<file path="src/design/dbgwr_pkg.sv">
package dbgwr_pkg;
  // ------------------------------------------------------------
  // request decode and operand checks
  // ------------------------------------------------------------
  localparam logic [31:0] LEAF_DBG_WRITE = 32'h0000_0005;
  localparam logic [2:0] ALIGN_WIDE_MASK = 3'h7;
  localparam logic [2:0] ALIGN_NARROW_MASK = 3'h3;
  localparam logic [2:0] SIZE_WIDE_M1 = 3'h7;
  localparam logic [2:0] SIZE_NARROW_M1 = 3'h3;
  localparam int VA_BITS = 48;
  localparam logic [1:0] CPL_KERNEL = 2'h0;
  localparam logic [7:0] BE_WIDE = 8'hff;
  localparam logic [7:0] BE_NARROW = 8'h0f;
  localparam logic [63:0] GP_ERR_CODE = 64'h0;
  // ------------------------------------------------------------
  // page-map entry encodings
  // ------------------------------------------------------------
  localparam logic [7:0] REGULAR_PAGE_TYPE = 8'h01;
  localparam logic [7:0] THREAD_PAGE_TYPE = 8'h02;
  localparam logic [11:0] TCS_OFF_MASK = 12'hff8;
  localparam logic [11:0] TCS_FLAGS_OFF = 12'h008;
  // ------------------------------------------------------------
  // register map and event bits
  // ------------------------------------------------------------
  localparam logic [7:0] REG_STATUS = 8'h00;
  localparam logic [7:0] REG_MASK = 8'h04;
  localparam logic [7:0] REG_CTRL = 8'h08;
  localparam logic [7:0] REG_CODE_LO = 8'h0c;
  localparam logic [7:0] REG_CODE_HI = 8'h10;
  localparam logic [7:0] REG_STATE = 8'h14;
  localparam int EV_W = 4;
  localparam int EV_DONE = 0;
  localparam int EV_GP = 1;
  localparam int EV_PF = 2;
  localparam int EV_LEAF = 3;
  localparam int CTRL_EN = 0;
  localparam logic [31:0] CTRL_RST = 32'h0000_0001;
  typedef enum logic [1:0] {ST_IDLE, ST_LOOKUP, ST_WRITE} dbgwr_state_e;
endpackage

</file>
<file path="src/design/dbgwr_core.sv">
// Chosen here: the address-and-strobe port and the placing of the registers.
`timescale 1ns/10ps
// debug enclave write: request check, page-map lookup, store
module dbgwr_core import dbgwr_pkg::*; (
  input wire logic mclk_in,
  input wire logic rstn_in,
  // request from the leaf dispatcher
  input wire logic req_in,
  input wire logic [31:0] leaf_in,
  input wire logic [63:0] target_address_reg_in,
  input wire logic [63:0] write_data_reg_in,
  input wire logic long_mode_active_in,
  input wire logic cs_long_in,
  input wire logic [1:0] current_privilege_level_in,
  input wire logic ds_usable_in,
  input wire logic ds_writable_in,
  input wire logic [31:0] ds_limit_in,
  input wire logic [31:0] arith_flags_in,
  output logic busy_out,
  output logic done_out,
  output logic general_protection_fault_out,
  output logic page_fault_exception_out,
  output logic [63:0] fault_code_out,
  output logic [31:0] arith_flags_out,
  // page-map lookup
  output logic map_req_out,
  output logic [63:0] map_addr_out,
  input wire logic map_ack_in,
  input wire logic map_in_epc_in,
  input wire logic map_busy_in,
  input wire logic map_valid_in,
  input wire logic [7:0] map_type_in,
  input wire logic map_debug_in,
  // store into the page cache
  output logic mem_wr_out,
  output logic [63:0] mem_addr_out,
  output logic [63:0] mem_data_out,
  output logic [7:0] mem_be_out,
  // register port
  input wire logic [7:0] reg_addr_in,
  input wire logic [31:0] reg_wdata_in,
  input wire logic reg_wr_in,
  input wire logic reg_rd_in,
  output logic [31:0] reg_rdata_out,
  output logic irq_out
);
  dbgwr_state_e state_r, state_nxt;
  logic [63:0] addr_r;
  logic [63:0] data_r;
  logic wide_r;
  logic [31:0] flags_r;
  logic [31:0] ctrl_r;
  logic done_r, gp_r, pf_r, leaf_ev_r, map_req_r, mem_wr_r;
  logic [63:0] code_r;
  logic [7:0] be_r;
  logic [31:0] rdata_r;
  logic busy_r;
  logic [EV_W-1:0] status_w, mask_w;
  logic pre_gp;

  // ------------------------------------------------------------
  // request acceptance and operand checks
  // ------------------------------------------------------------
  wire logic wide_w = long_mode_active_in && cs_long_in;
  wire logic take = (state_r == ST_IDLE) && req_in && ctrl_r[CTRL_EN];
  wire logic leaf_ok = (leaf_in == LEAF_DBG_WRITE);
  wire logic start = take && leaf_ok;
  wire logic bad_leaf = take && !leaf_ok;

  dbgwr_precheck u_pre (
    .addr_in(target_address_reg_in),
    .wide_in(wide_w),
    .cpl_in(current_privilege_level_in),
    .ds_usable_in(ds_usable_in),
    .ds_writable_in(ds_writable_in),
    .ds_limit_in(ds_limit_in),
    .gp_out(pre_gp)
  );

  // ------------------------------------------------------------
  // page-map answer, in the documented priority
  // ------------------------------------------------------------
  // permission bits of the entry are deliberately not looked at
  wire logic look = (state_r == ST_LOOKUP) && map_ack_in;
  wire logic is_reg = (map_type_in == REGULAR_PAGE_TYPE);
  wire logic is_tcs = (map_type_in == THREAD_PAGE_TYPE);
  wire logic f_epc = !map_in_epc_in;
  wire logic f_busy = !f_epc && map_busy_in;
  wire logic f_valid = !f_epc && !map_busy_in && !map_valid_in;
  wire logic ent_ok = map_in_epc_in && !map_busy_in && map_valid_in;
  // control-structure pages and any other type fall here
  wire logic f_type = ent_ok && !is_reg && !is_tcs;
  wire logic tcs_off_bad = (addr_r[11:0] & TCS_OFF_MASK) != (TCS_FLAGS_OFF & TCS_OFF_MASK);
  wire logic f_tcs = ent_ok && is_tcs && tcs_off_bad;
  wire logic f_dbg = ent_ok && (is_reg || is_tcs) && !f_tcs && !map_debug_in;
  wire logic look_pf = f_epc || f_valid || f_type;
  wire logic look_gp = f_busy || f_tcs || f_dbg;
  wire logic look_ok = !look_pf && !look_gp;

  // ------------------------------------------------------------
  // completion terms
  // ------------------------------------------------------------
  wire logic fin_gp = (start && pre_gp) || (look && look_gp);
  wire logic fin_pf = look && look_pf;
  wire logic fin = fin_gp || fin_pf || (state_r == ST_WRITE);
  wire logic [63:0] code_nxt = fin_pf ? addr_r : GP_ERR_CODE;
  wire logic [7:0] be_nxt = wide_r ? BE_WIDE : BE_NARROW;

  // next state
  always_comb begin
    state_nxt = state_r;
    unique case (state_r)
      ST_IDLE: begin
        if (start && !pre_gp) begin
          state_nxt = ST_LOOKUP;
        end
      end
      ST_LOOKUP: begin
        if (look) begin
          state_nxt = look_ok ? ST_WRITE : ST_IDLE;
        end
      end
      ST_WRITE: begin
        state_nxt = ST_IDLE;
      end
    endcase
  end

  // operand capture; flags come back untouched
  always_ff @(posedge mclk_in or negedge rstn_in) begin
    if (!rstn_in) begin
      addr_r <= '0;
      data_r <= '0;
      wide_r <= 1'b0;
      flags_r <= '0;
    end else if (start) begin
      addr_r <= target_address_reg_in;
      data_r <= write_data_reg_in;
      wide_r <= wide_w;
      flags_r <= arith_flags_in;
    end
  end

  // state and response strobes
  always_ff @(posedge mclk_in or negedge rstn_in) begin
    if (!rstn_in) begin
      state_r <= ST_IDLE;
      done_r <= 1'b0;
      gp_r <= 1'b0;
      pf_r <= 1'b0;
      leaf_ev_r <= 1'b0;
      code_r <= '0;
    end else begin
      state_r <= state_nxt;
      done_r <= fin;
      gp_r <= fin_gp;
      pf_r <= fin_pf;
      leaf_ev_r <= bad_leaf;
      if (fin) begin
        code_r <= code_nxt;
      end
    end
  end

  // lookup request level and single-cycle store; narrow writes use the low lanes
  always_ff @(posedge mclk_in or negedge rstn_in) begin
    if (!rstn_in) begin
      map_req_r <= 1'b0;
      mem_wr_r <= 1'b0;
      busy_r <= 1'b0;
      be_r <= '0;
    end else begin
      map_req_r <= (state_nxt == ST_LOOKUP);
      mem_wr_r <= look && look_ok;
      // busy from its own flop so the pin carries no gate after the register
      busy_r <= (state_nxt == ST_LOOKUP) || (look && look_ok);
      be_r <= be_nxt;
    end
  end

  // ------------------------------------------------------------
  // register port
  // ------------------------------------------------------------
  wire logic ctrl_wr = reg_wr_in && reg_addr_in == REG_CTRL;
  wire logic [31:0] state_word = {29'h0, wide_r, map_req_r, state_r != ST_IDLE};
  wire logic [31:0] rd_mux =
    (reg_addr_in == REG_STATUS) ? {{(32-EV_W){1'b0}}, status_w} :
    (reg_addr_in == REG_MASK) ? {{(32-EV_W){1'b0}}, mask_w} :
    (reg_addr_in == REG_CTRL) ? ctrl_r :
    (reg_addr_in == REG_CODE_LO) ? code_r[31:0] :
    (reg_addr_in == REG_CODE_HI) ? code_r[63:32] :
    (reg_addr_in == REG_STATE) ? state_word : 32'h0;

  // read data stands only in the cycle after the strobe
  always_ff @(posedge mclk_in or negedge rstn_in) begin
    if (!rstn_in) begin
      ctrl_r <= CTRL_RST;
      rdata_r <= '0;
    end else begin
      if (ctrl_wr) begin
        ctrl_r <= {31'h0, reg_wdata_in[CTRL_EN]};
      end
      rdata_r <= reg_rd_in ? rd_mux : 32'h0;
    end
  end

  dbgwr_irq u_irq (
    .mclk_in(mclk_in),
    .rstn_in(rstn_in),
    .ev_in({leaf_ev_r, pf_r, gp_r, done_r}),
    .wr_in(reg_wr_in),
    .addr_in(reg_addr_in),
    .wdata_in(reg_wdata_in),
    .status_out(status_w),
    .mask_out(mask_w),
    .irq_out(irq_out)
  );

  // ------------------------------------------------------------
  // outputs
  // ------------------------------------------------------------
  assign busy_out = busy_r;
  assign done_out = done_r;
  assign general_protection_fault_out = gp_r;
  assign page_fault_exception_out = pf_r;
  assign fault_code_out = code_r;
  assign arith_flags_out = flags_r;
  assign map_req_out = map_req_r;
  assign map_addr_out = addr_r;
  assign mem_wr_out = mem_wr_r;
  assign mem_addr_out = addr_r;
  assign mem_data_out = data_r;
  assign mem_be_out = be_r;
  assign reg_rdata_out = rdata_r;
endmodule // dbgwr_core

</file>
<file path="src/design/dbgwr_precheck.sv">
`timescale 1ns/10ps
// operand checks that need no page-map lookup
module dbgwr_precheck import dbgwr_pkg::*; (
  input wire logic [63:0] addr_in,
  input wire logic wide_in,
  input wire logic [1:0] cpl_in,
  input wire logic ds_usable_in,
  input wire logic ds_writable_in,
  input wire logic [31:0] ds_limit_in,
  output logic gp_out
);
  // ------------------------------------------------------------
  // individual fault terms
  // ------------------------------------------------------------
  wire logic [63:VA_BITS-1] hi_bits = addr_in[63:VA_BITS-1];
  wire logic [2:0] size_m1 = wide_in ? SIZE_WIDE_M1 : SIZE_NARROW_M1;
  wire logic [2:0] amask = wide_in ? ALIGN_WIDE_MASK : ALIGN_NARROW_MASK;
  wire logic [32:0] last_byte = {1'b0, addr_in[31:0]} + {30'h0, size_m1};
  wire logic cpl_bad = (cpl_in != CPL_KERNEL);
  // limit and rights are only meaningful outside wide mode
  wire logic seg_bad = !ds_usable_in ||
    (!wide_in && (!ds_writable_in || last_byte > {1'b0, ds_limit_in}));
  wire logic canon_bad = wide_in && !((&hi_bits) || !(|hi_bits));
  wire logic align_bad = |(addr_in[2:0] & amask);
  assign gp_out = cpl_bad | seg_bad | canon_bad | align_bad;
endmodule // dbgwr_precheck

</file>
<file path="src/design/dbgwr_irq.sv">
`timescale 1ns/10ps
// sticky event status, mask and level interrupt
module dbgwr_irq import dbgwr_pkg::*; (
  input wire logic mclk_in,
  input wire logic rstn_in,
  input wire logic [EV_W-1:0] ev_in,
  input wire logic wr_in,
  input wire logic [7:0] addr_in,
  input wire logic [31:0] wdata_in,
  output logic [EV_W-1:0] status_out,
  output logic [EV_W-1:0] mask_out,
  output logic irq_out
);
  logic [EV_W-1:0] status_r;
  logic [EV_W-1:0] mask_r;
  logic irq_r;
  wire logic [EV_W-1:0] clr = (wr_in && addr_in == REG_STATUS) ? wdata_in[EV_W-1:0] : '0;
  // set wins over a write-one clear in the same cycle
  wire logic [EV_W-1:0] status_nxt = (status_r & ~clr) | ev_in;
  wire logic [EV_W-1:0] mask_nxt = (wr_in && addr_in == REG_MASK) ? wdata_in[EV_W-1:0] : mask_r;
  // ------------------------------------------------------------
  // registers
  // ------------------------------------------------------------
  always_ff @(posedge mclk_in or negedge rstn_in) begin
    if (!rstn_in) begin
      status_r <= '0;
      mask_r <= '0;
      irq_r <= 1'b0;
    end else begin
      status_r <= status_nxt;
      mask_r <= mask_nxt;
      irq_r <= |(status_nxt & mask_nxt);
    end
  end
  assign status_out = status_r;
  assign mask_out = mask_r;
  assign irq_out = irq_r;
endmodule // dbgwr_irq

</file>
<file path="config.mk">
export PLATFORM = sky130hd
export DESIGN_NAME = dbgwr_core
export DESIGN_NICKNAME = d
export VERILOG_FILES = /design/src/design/dbgwr_pkg.sv /design/src/design/dbgwr_core.sv /design/src/design/dbgwr_precheck.sv /design/src/design/dbgwr_irq.sv
export SDC_FILE = /design/constraint.sdc
export NUM_CORES = 1
export LEC_CHECK = 0
export BUFFER_PORTS_ARGS = -buffer_cell sky130_fd_sc_hd__buf_2
export CAP_MARGIN = 10
export CORE_AREA = 2 2 242 244
export CTS_BUF_LIST = sky130_fd_sc_hd__clkbuf_8
export CTS_CLUSTER_DIAMETER = 200
export DETAILED_ROUTE_END_ITERATION = 8
export DIE_AREA = 0 0 244 246
export GPL_TIMING_DRIVEN = 0
export PLACE_DENSITY_LB_ADDON = 0.2
export SLEW_MARGIN = 15
export SYNTH_ARGS = -nofsm -noshare
export SYNTH_HDL_FRONTEND = slang
export SYNTH_SLANG_ARGS = --single-unit
</file>
<file path="constraint.sdc">
create_clock -name mclk_in -period 2.67 [get_ports mclk_in]
set_clock_uncertainty 0.2 [all_clocks]
set_input_delay 0.267 -clock mclk_in [delete_from_list [all_inputs] [get_ports mclk_in]]
set_output_delay 0.267 -clock mclk_in [all_outputs]
set_load 0.02 [all_outputs]
</file>
==> results of run 1 <==
-- synthesized netlist by cell type, types with 3 or more instances --
master / number
ha_1: 37
nand2_1: 507
inv_1: 41
buf_4: 71
nor4_1: 14
a22oi_1: 33
and3_1: 5
xor2_1: 11
a21o_1: 10
and4_1: 10
nand4_1: 16
nor2_1: 43
a21oi_1: 16
nand2b_1: 4
mux2i_1: 3
clkbuf_1: 54
o21ai_0: 11
a21boi_0: 4
dfrtp_1: 277
xnor2_1: 20
mux2_2: 5
nor3_1: 9
nand3_1: 22
a22o_1: 65
nand4b_1: 4
buf_6: 5
-- metal layers --
metal	vias up	track usage, %	share of wire, %
li1	6124	-	-
met1	6184	20.7	39
met2	480	32.1	50
met3	125	5.31	6.9
met4	26	6.74	3.5
met5	-	0	0.31
-- power breakdown --
part | total (mW) | leakage [nW] | switching, mW | internal [mW]
Clock | 4.39 | 0.654 | 1.96 | 2.42
Combinational | 0.843 | 7.09 | 0.396 | 0.447
Sequential | 4.24 | 3.88 | 0.00760 | 4.23
Total | 9.46 | 11.6 | 2.37 | 7.10
-- timing repair --
item | CTS | global route
pin swaps | 19 | 28
buffers inserted | 13 | 7
gates cloned | 3 | 0
hold endpoints to repair | 281 | 0
gates resized for setup | 48 | 41
hold buffers | 186 | 0
setup endpoints to repair | 231 | 212
-- per-stage QoR --
| step | hold WS, ps | instance area, um^2 | instances | utilization, % | setup slack, ps |
|---|---|---|---|---|---|
| after global routing | 53.0 | 20200 | 3011 | 35.2 | -1100 |
| after detailed placement | 151 | 16800 | 2698 | 29.3 | -2300 |
| after CTS | 0.417 | 20100 | 2998 | 35.0 | -990 |
| after floorplan | -229 | 12800 | 1337 | - | -1030 |
| after global placement | 246 | 16700 | 2695 | 29.1 | -4350 |
| final | 26.3 | 20200 | 3012 | 35.2 | -989 |
-- registers in the layout, summed over array words and instances, names as in the netlist, 2 cells and up --
| signal | count |
|---|---|
| state_r | 2 |
| u_irq.mask_out | 4 |
| mem_data_out | 64 |
| reg_rdata_out | 32 |
| map_addr_out | 64 |
| mem_be_out | 2 |
| u_irq.status_out | 4 |
| arith_flags_out | 32 |
| fault_code_out | 64 |
-- cell families after synthesis --
family	share of synthesized area, %
buf+inv	7.56
simple gates	21.4
compound gates	9.69
other cells	0.0295
fa+ha+maj	3.65
xor+xnor	2.14
flops	54.8
mux	0.680
-- final timing paths --
kind / start / end / slack, ps / cells after the start
setup / recovery: long_mode_active_in / fault_code_out[28] / -990 / 21
hold / removal: rstn_in / fault_code_out[55] / 30 / 2
setup reg to reg: state_r[1] / fault_code_out[16] / -130 / 12
hold reg to reg: arith_flags_out[9] / arith_flags_out[9] / 260 / 2
max in group asynchronous: rstn_in / mem_data_out[11] / 1200 / 3
min in group mclk_in: map_type_in[3] / state_r[1] / 50 / 5
-- cell type report --
class / instances / area share, %
sequential: 278 / 34.5
timing repair buffer: 802 / 25.4
multi-input combinational: 885 / 24.5
tap: 765 / 4.74
clock buffer: 66 / 4.50
buffer: 132 / 4.44
clock inverter: 32 / 0.998
inverter: 41 / 0.787
antenna: 11 / 0.136
==> metrics, run 1 <==
status finished, violations left; violated checks setup timing; Pre-Repair DR Iteration Count 5; gr usage total 18.2%; Clock Sinks 278; Req. time, crit path 3050 ps; ys flop type dfrtp_1; Die Width 244 um; crit-path cells buf_8 -> nand2_8 -> inv_6 -> ha_4 -> a21oi_4 -> nor3_4 -> and4_1 -> buf_8 -> nand3_4 -> xnor2_2 -> ha_1 -> nand2_1 -> or4_4 -> nor4b_4 -> a21o_1 -> a31oi_2 -> a211oi_2 -> buf_4 -> buf_12 -> buf_12 -> a22o_1; Post-Syn Area 12700 um^2; Max clock buf depth 3; Yosys top cell by area dfrtp_1; Synth cell types 56; CP bufs+invs 6; Mapped Cells 1337; Vias 12.9k; Worst slew margin 48.7%; Max Clk Rate 0.273 GHz; I/O Buffers 593; CTS tree built; CP max FO 10; routability cong. 0.860; Worst Hold Class input port to asynchronous set/reset pin; layout net count 2519; Leak 11.6 nW; final setup fails 70; Layout area overhead 59.1%; Final period util 137%; max_cap viols 0; Vias/cell 4.30; most common cell after layout, fill and taps aside buf_2; Setup crit end kind register; largest net degree at the start of global routing 97; Die Area 60000 um^2; cell family with most CP delay simple AND/OR/NAND/NOR gates; fin. max-slew vios 0; synthesized area per cell 9.49 um^2; setup TNS -63850 ps; DRC viols 0; Critical-path top delay cell or4_4; vias in the first global route 13.4k; overall power 9.46 mW; RSZ-0062 raised after global routing yes; DIE HEIGHT 246 um; CTS Root Buffer Type clkbuf_8; Synth Warn # 0; Area contributors post-synth dfrtp_1 (55%), nand2_1 (15%), a22o_1 (4.5%); num rows 88; clock-pin slew on the worst setup and hold paths 60 ps; EDFF count, synth 0; post-route minimum period 3660 ps; final worst slack -989 ps; Max stage delay on crit path 580 ps; WP data arrival 4040 ps; CP Class input port to register; #FFs+latches synth 278; clk_lat worst skew 650 ps; most frequent cells in the layout buf_2 (593), nand2_1 (505), dfrtp_1 (277), dlygate4sd3_1 (186), buf_4 (82); Peak VDD IR 301 uV; post-synthesis sequential area ratio 54.8%; fillcell total 5873; CTS Buf Count 54; Synthesized Nets 1662; htree depth 2; GRT overflow 0; Critical Path Source Type input port; Final Hold Vio Count 0; routed wire length 55900 um; drt wl/cell 18.6 um; post-synth top area share 54.6%; storage element area 6960 um^2; PD cells 469 nW/um^2; DP Wirelength 42300 um; remaining antenna violation count 0; layout cells sized above 1 36.9%; core area 57400 um^2; first-pass GRT wire length 82400 um; initial core utilization 22.1%; ys async rst share 100%; Iter 0 DRT Violations 513; Worst-Margin Slew 770 ps; multi-input logic area 4950 um^2; I/O Pins 623; initial antenna violation count 25
Power figures use the tool's default switching activity.
==> inputs of run 2 (changes only) <==
--- a/config.mk
+++ b/config.mk
@@ -14,6 +14,7 @@
 export DIE_AREA = 0 0 244 246
 export GPL_TIMING_DRIVEN = 0
 export PLACE_DENSITY_LB_ADDON = 0.2
+export SETUP_SLACK_MARGIN = 0.1
 export SLEW_MARGIN = 15
 export SYNTH_ARGS = -nofsm -noshare
 export SYNTH_HDL_FRONTEND = slang
==> metrics, run 2 (synthesized netlist as in run 1, its figures left out) <==
DIE HEIGHT 246 um (unchanged); DP Wirelength 42300 um (unchanged); Clock Sinks 278 (unchanged); status finished, violations left; Die Area 60000 um^2 (unchanged); CP Class input port to register; Layout area overhead 59.3%; Req. time, crit path 3050 ps (about the same); layout cells sized above 1 37.1% (+0.18 points); violated checks setup timing; Post-Place Cell Area 16800 um^2 (unchanged); post-route minimum period 3660 ps (+5.72 ps); Pre-Repair DR Iteration Count 5 (unchanged); num rows 88 (unchanged); initial antenna violation count 25 (unchanged); Worst Hold Class input port to asynchronous set/reset pin; htree depth 2 (unchanged); WP data arrival 4050 ps (about the same); Die Width 244 um (unchanged); GRT overflow 0 (unchanged); CP max FO 10 (unchanged); Critical-path top delay cell or4_4; Iter 0 DRT Violations 549 (+7.0%); fin cells 3013 (+0.033%); CTS Root Buffer Type clkbuf_8; Max stage delay on crit path 580 ps (about the same); final setup fails 70 (unchanged); overall power 9.46 mW (about the same); first-pass GRT wire length 82300 um (about the same); final worst slack -995 ps (-5.72 ps); layout net count 2519 (unchanged); drt wl/cell 18.6 um (about the same); fin. max-slew vios 0 (unchanged); Worst-Margin Slew 776 ps (+5.69 ps); final core occ 35.2% (+0.046 points); Worst slew margin 48.3% (-0.38 points); largest net degree at the start of global routing 97 (unchanged); initial core utilization 22.1% (unchanged); vias in the first global route 13.3k (-0.22%); Vias 12.9k (-0.085%); Setup crit end kind register; Max clock buf depth 3 (unchanged); RSZ-0062 raised after global routing yes; PD cells 468 nW/um^2 (-0.13%); routability cong. 0.860 (unchanged); DRC viols 0 (unchanged); setup TNS -64150 ps (-303 ps); CTS tree built; most frequent cells in the layout buf_2 (594), nand2_1 (505), dfrtp_1 (277), dlygate4sd3_1 (186), buf_4 (82); Peak VDD IR 304 uV (+0.91%); CTS Buf Count 54 (unchanged); I/O Pins 623 (unchanged); crit-path cells buf_8 -> nand2_8 -> inv_6 -> ha_4 -> a21oi_4 -> nor3_4 -> and4_1 -> buf_8 -> nand3_4 -> xnor2_2 -> ha_1 -> nand2_1 -> or4_4 -> nor4b_4 -> a21o_1 -> a31oi_2 -> a211oi_2 -> buf_4 -> buf_12 -> buf_12 -> a22o_1; Vias/cell 4.29 (-0.12%); clk_lat worst skew 650 ps (about the same); Final Hold Vio Count 0 (unchanged); placed cells 2698 (unchanged); clock-pin slew on the worst setup and hold paths 60 ps (about the same); routed wire length 56000 um (about the same); max_cap viols 0 (unchanged); I/O Buffers 593 (unchanged); Final period util 137% (+0.21 points); cell area after layout 20200 um^2 (+0.13%); gr usage total 18.2% (about the same); Leak 11.6 nW (+0.13%); Critical Path Source Type input port; Max Clk Rate 0.273 GHz (-0.16%); core area 57400 um^2 (unchanged); remaining antenna violation count 0 (unchanged); most common cell after layout, fill and taps aside buf_2
==> run 2: area by class of cell <==
class	count	area [um^2]
Clock buffer	66	908
Timing Repair Buffer	802	5140
Fill cell	5870	37100
Multi-Input combinational cell	885	4960
Inverter	41	159
Antenna cell	12	30.0
Clock inverter	32	201
Tap cell	765	957
Sequential cell	278	6960
Buffer	132	906
==> run 2: path summary, 6_finish.rpt <==
| kind | start | endpoint | slack, ps | depth (start not counted) |
|---|---|---|---|---|
| setup / recovery | long_mode_active_in | fault_code_out[28] | -990 | 21 |
| hold / removal | rstn_in | fault_code_out[55] | 30 | 2 |
| setup reg to reg | state_r[1] | fault_code_out[48] | -130 | 7 |
| hold reg to reg | arith_flags_out[9] | arith_flags_out[9] | 260 | 2 |
| max in group asynchronous | rstn_in | mem_data_out[11] | 1200 | 3 |
| min in group mclk_in | map_type_in[3] | state_r[1] | 50 | 5 |
==> run 2: critical path: cells and delay by family <==
family,cells,cell delay (ps)
xor+xnor,1,140
buf+inv,6,730
simple gates,7,1570
fa+ha+maj,2,570
compound gates,5,740
==> run 2: timing repair <==
action | 4_1_cts | 5_1_grt
gates cloned | 3 | 0
hold endpoints to repair | 281 | 0
hold buffers | 186 | 0
setup buffers | 13 | 7
setup endpoints to repair | 231 | 208
pin swaps | 19 | 28
resized for setup | 57 | 41
==> run 2: layer usage <==
layer  GRT usage, %  vias up  share of wire (%)
li1               -     6125                  -
met1           20.6     6160                 39
met2           32.2      489                 50
met3           5.32      128                6.9
met4           6.74       26                3.6
met5              0        -               0.30
==> run 2: power by group <==
group	switching (mW)	total, mW	internal, mW
logic	0.396	0.844	0.448
registers	0.00798	4.24	4.23
clock network	1.96	4.38	2.42
total	2.37	9.46	7.10
==> run 2: per-stage QoR <==
step | setup WS (ps) | hold slack [ps]
finish | -995 | 29.5
global route | -1130 | 53.8
CTS | -990 | 0.156
detailed placement | -2300 | 151
global placement | -4350 | 246
floorplan | -1030 | -229
==> inputs of run 3 (changes only) <==
--- a/config.mk
+++ b/config.mk
@@ -7,11 +7,11 @@
 export LEC_CHECK = 0
 export BUFFER_PORTS_ARGS = -buffer_cell sky130_fd_sc_hd__buf_2
 export CAP_MARGIN = 10
-export CORE_AREA = 2 2 242 244
+export CORE_AREA = 2 2 243 245
 export CTS_BUF_LIST = sky130_fd_sc_hd__clkbuf_8
 export CTS_CLUSTER_DIAMETER = 200
 export DETAILED_ROUTE_END_ITERATION = 8
-export DIE_AREA = 0 0 244 246
+export DIE_AREA = 0 0 245 247
 export GPL_TIMING_DRIVEN = 0
 export PLACE_DENSITY_LB_ADDON = 0.2
 export SETUP_SLACK_MARGIN = 0.1
==> metrics, run 3 (synthesized netlist as in run 1, its figures left out) <==
hold depth 5; worst hold slack 16.5 ps (-13.0 ps); CP max FO 6 (-4); I/O Pins 623 (unchanged); WP data arrival 4060 ps (about the same); I/O Buffers 593 (unchanged); drt wl/cell 18.5 um (-0.55%); vias in the first global route 13.1k (-2.2%); setup TNS -62790 ps (+1350 ps); DP Wirelength 42000 um (-0.71%); routed wire length 55700 um (-0.45%); first-pass GRT wire length 80800 um (-1.8%); final core occ 34.9% (-0.36 points); most common cell after layout, fill and taps aside buf_2; Max Clk Rate 0.272 GHz (-0.23%); Die Width 245 um (+0.41%); violated checks setup timing; max_cap viols 0 (unchanged); routability cong. 0.877 (+2.0%); Final period util 138% (+0.32 points); gr usage total 17.8% (-0.31 points); Critical Path Source Type input port; Final Hold Vio Count 0 (unchanged); initial antenna violation count 23 (-8.0%); Die Area 60500 um^2 (+0.82%); Layout area overhead 60.1%; Worst slew margin 49.0% (+0.74 points); core area 58200 um^2 (+1.5%); CTS Buf Count 52 (-3.7%); Vias 12.8k (-1.2%); max layer used met5; overall power 9.40 mW (-0.72%); CTS Root Buffer Type clkbuf_8; layout net count 2519 (unchanged); PD cells 462 nW/um^2 (-1.2%); Iter 0 DRT Violations 460 (-16%); Req. time, crit path 3050 ps (about the same); CTS tree built; post-route minimum period 3670 ps (+8.62 ps); Max clock buf depth 3 (unchanged); RSZ-0062 raised after global routing yes; GRT overflow 0 (unchanged); Worst Hold Class input port to register; remaining antenna violation count 0 (unchanged); layout cells sized above 1 37.2% (+0.17 points); Clock Sinks 278 (unchanged); Leak 11.7 nW (+0.21%); DIE HEIGHT 247 um (+0.41%); worst reg2reg path depth 10 (+3); Setup crit end kind register; num rows 89 (+1.1%); dpl ws -2390 ps (-93.9 ps); final setup fails 70 (unchanged); largest net degree at the start of global routing 97 (unchanged); CP Class input port to register; metal3 WL 3780 um (-2.6%); htree depth 2 (unchanged); fin. max-slew vios 0 (unchanged); wire length on met1 21900 um (-0.10%); Worst-Margin Slew 765 ps (-11.0 ps); Vias/cell 4.24 (-1.3%); most frequent cells in the layout buf_2 (592), nand2_1 (504), dfrtp_1 (277), dlygate4sd3_1 (183), buf_4 (82); final worst slack -1000 ps (-8.62 ps); Peak VDD IR 306 uV (+0.63%); Pre-Repair DR Iteration Count 4 (-1); initial core utilization 21.8% (-0.33 points); clk_lat worst skew 640 ps (about the same); DRC viols 0 (unchanged); status finished, violations left; Routed met2 length 28400 um (+1.0%); clock-pin slew on the worst setup and hold paths 60 ps (about the same)
-- run 3: cell types whose count changed in the layout (fill, tap and decap cells not counted), sizes merged --
cell         previous run  this run
buf                   700       699
bufinv                  2         1
clkbuf                114       121
clkinv                  5         7
diode                  12         9
dlygate4sd3           186       183
inv                    65        59
-- run 3: metal layers --
metal / track usage, % / vias to the layer above
met5: 0 / -
met1: 20.4 / 6069
met4: 5.81 / 30
li1: - / 6123
met3: 4.96 / 116
met2: 32.0 / 435
-- run 3: report_power, final --
part | internal, mW | switching (mW) | total (mW) | leakage, nW
clock network | 2.35 | 1.96 | 4.31 | 0.621
registers | 4.23 | 0.00739 | 4.23 | 3.88
logic | 0.453 | 0.398 | 0.850 | 7.17
-- run 3: final cells by class --
class                           count  area [um^2]
Sequential cell                   278         6960
Multi-Input combinational cell    885         4970
Clock buffer                       67          922
Inverter                           41          159
Antenna cell                        9         22.5
Fill cell                        6055        37900
Clock inverter                     27          155
Timing Repair Buffer              804         5270
Tap cell                          773          967
Buffer                            132          891
-- run 3: per-stage QoR --
stage,cell area (um^2),cells
2_1_floorplan,12800,1337
3_3_place_gp,16700,2703
3_5_place_dp,16800,2707
4_1_cts,20200,3004
5_1_grt,20300,3014
6_report,20300,3016
-- run 3: final timing paths --
| kind | to | startpoint | slack, ps |
|---|---|---|---|
| setup / recovery | fault_code_out[61] | cs_long_in | -1000 |
| hold / removal | general_protection_fault_out | ds_writable_in | 20 |
| setup reg to reg | fault_code_out[61] | map_addr_out[3] | -180 |
| hold reg to reg | mem_be_out[6] | wide_r | 250 |
| max in group asynchronous | mem_data_out[29] | rstn_in | 870 |
| min in group asynchronous | map_addr_out[38] | rstn_in | 530 |
-- run 3: what timing repair did --
item | 4_1_cts | 5_1_grt
endpoints found under the setup margin | 231 | 205
cloned | 4 | 2
setup buffers | 15 | 2
pin swaps | 20 | 24
hold buffers | 184 | 0
resized for setup | 58 | 17
hold endpoints to repair | 392 | 0
-- run 3: critical path, cell delays in order --
cell and delay (ps):
buf_8 100, nand2_8 80, inv_6 40, ha_4 290, nand2b_4 70, a211oi_4 250, buf_12 150, and4_4 240
nand2_2 60, xnor2_1 130, ha_1 310, nand2_2 70, or4_4 560, nor4b_4 220, a21o_1 230, a31oi_4 120
a211oi_4 250, buf_6 160, buf_12 140, clkbuf_16 150, a22o_1 120
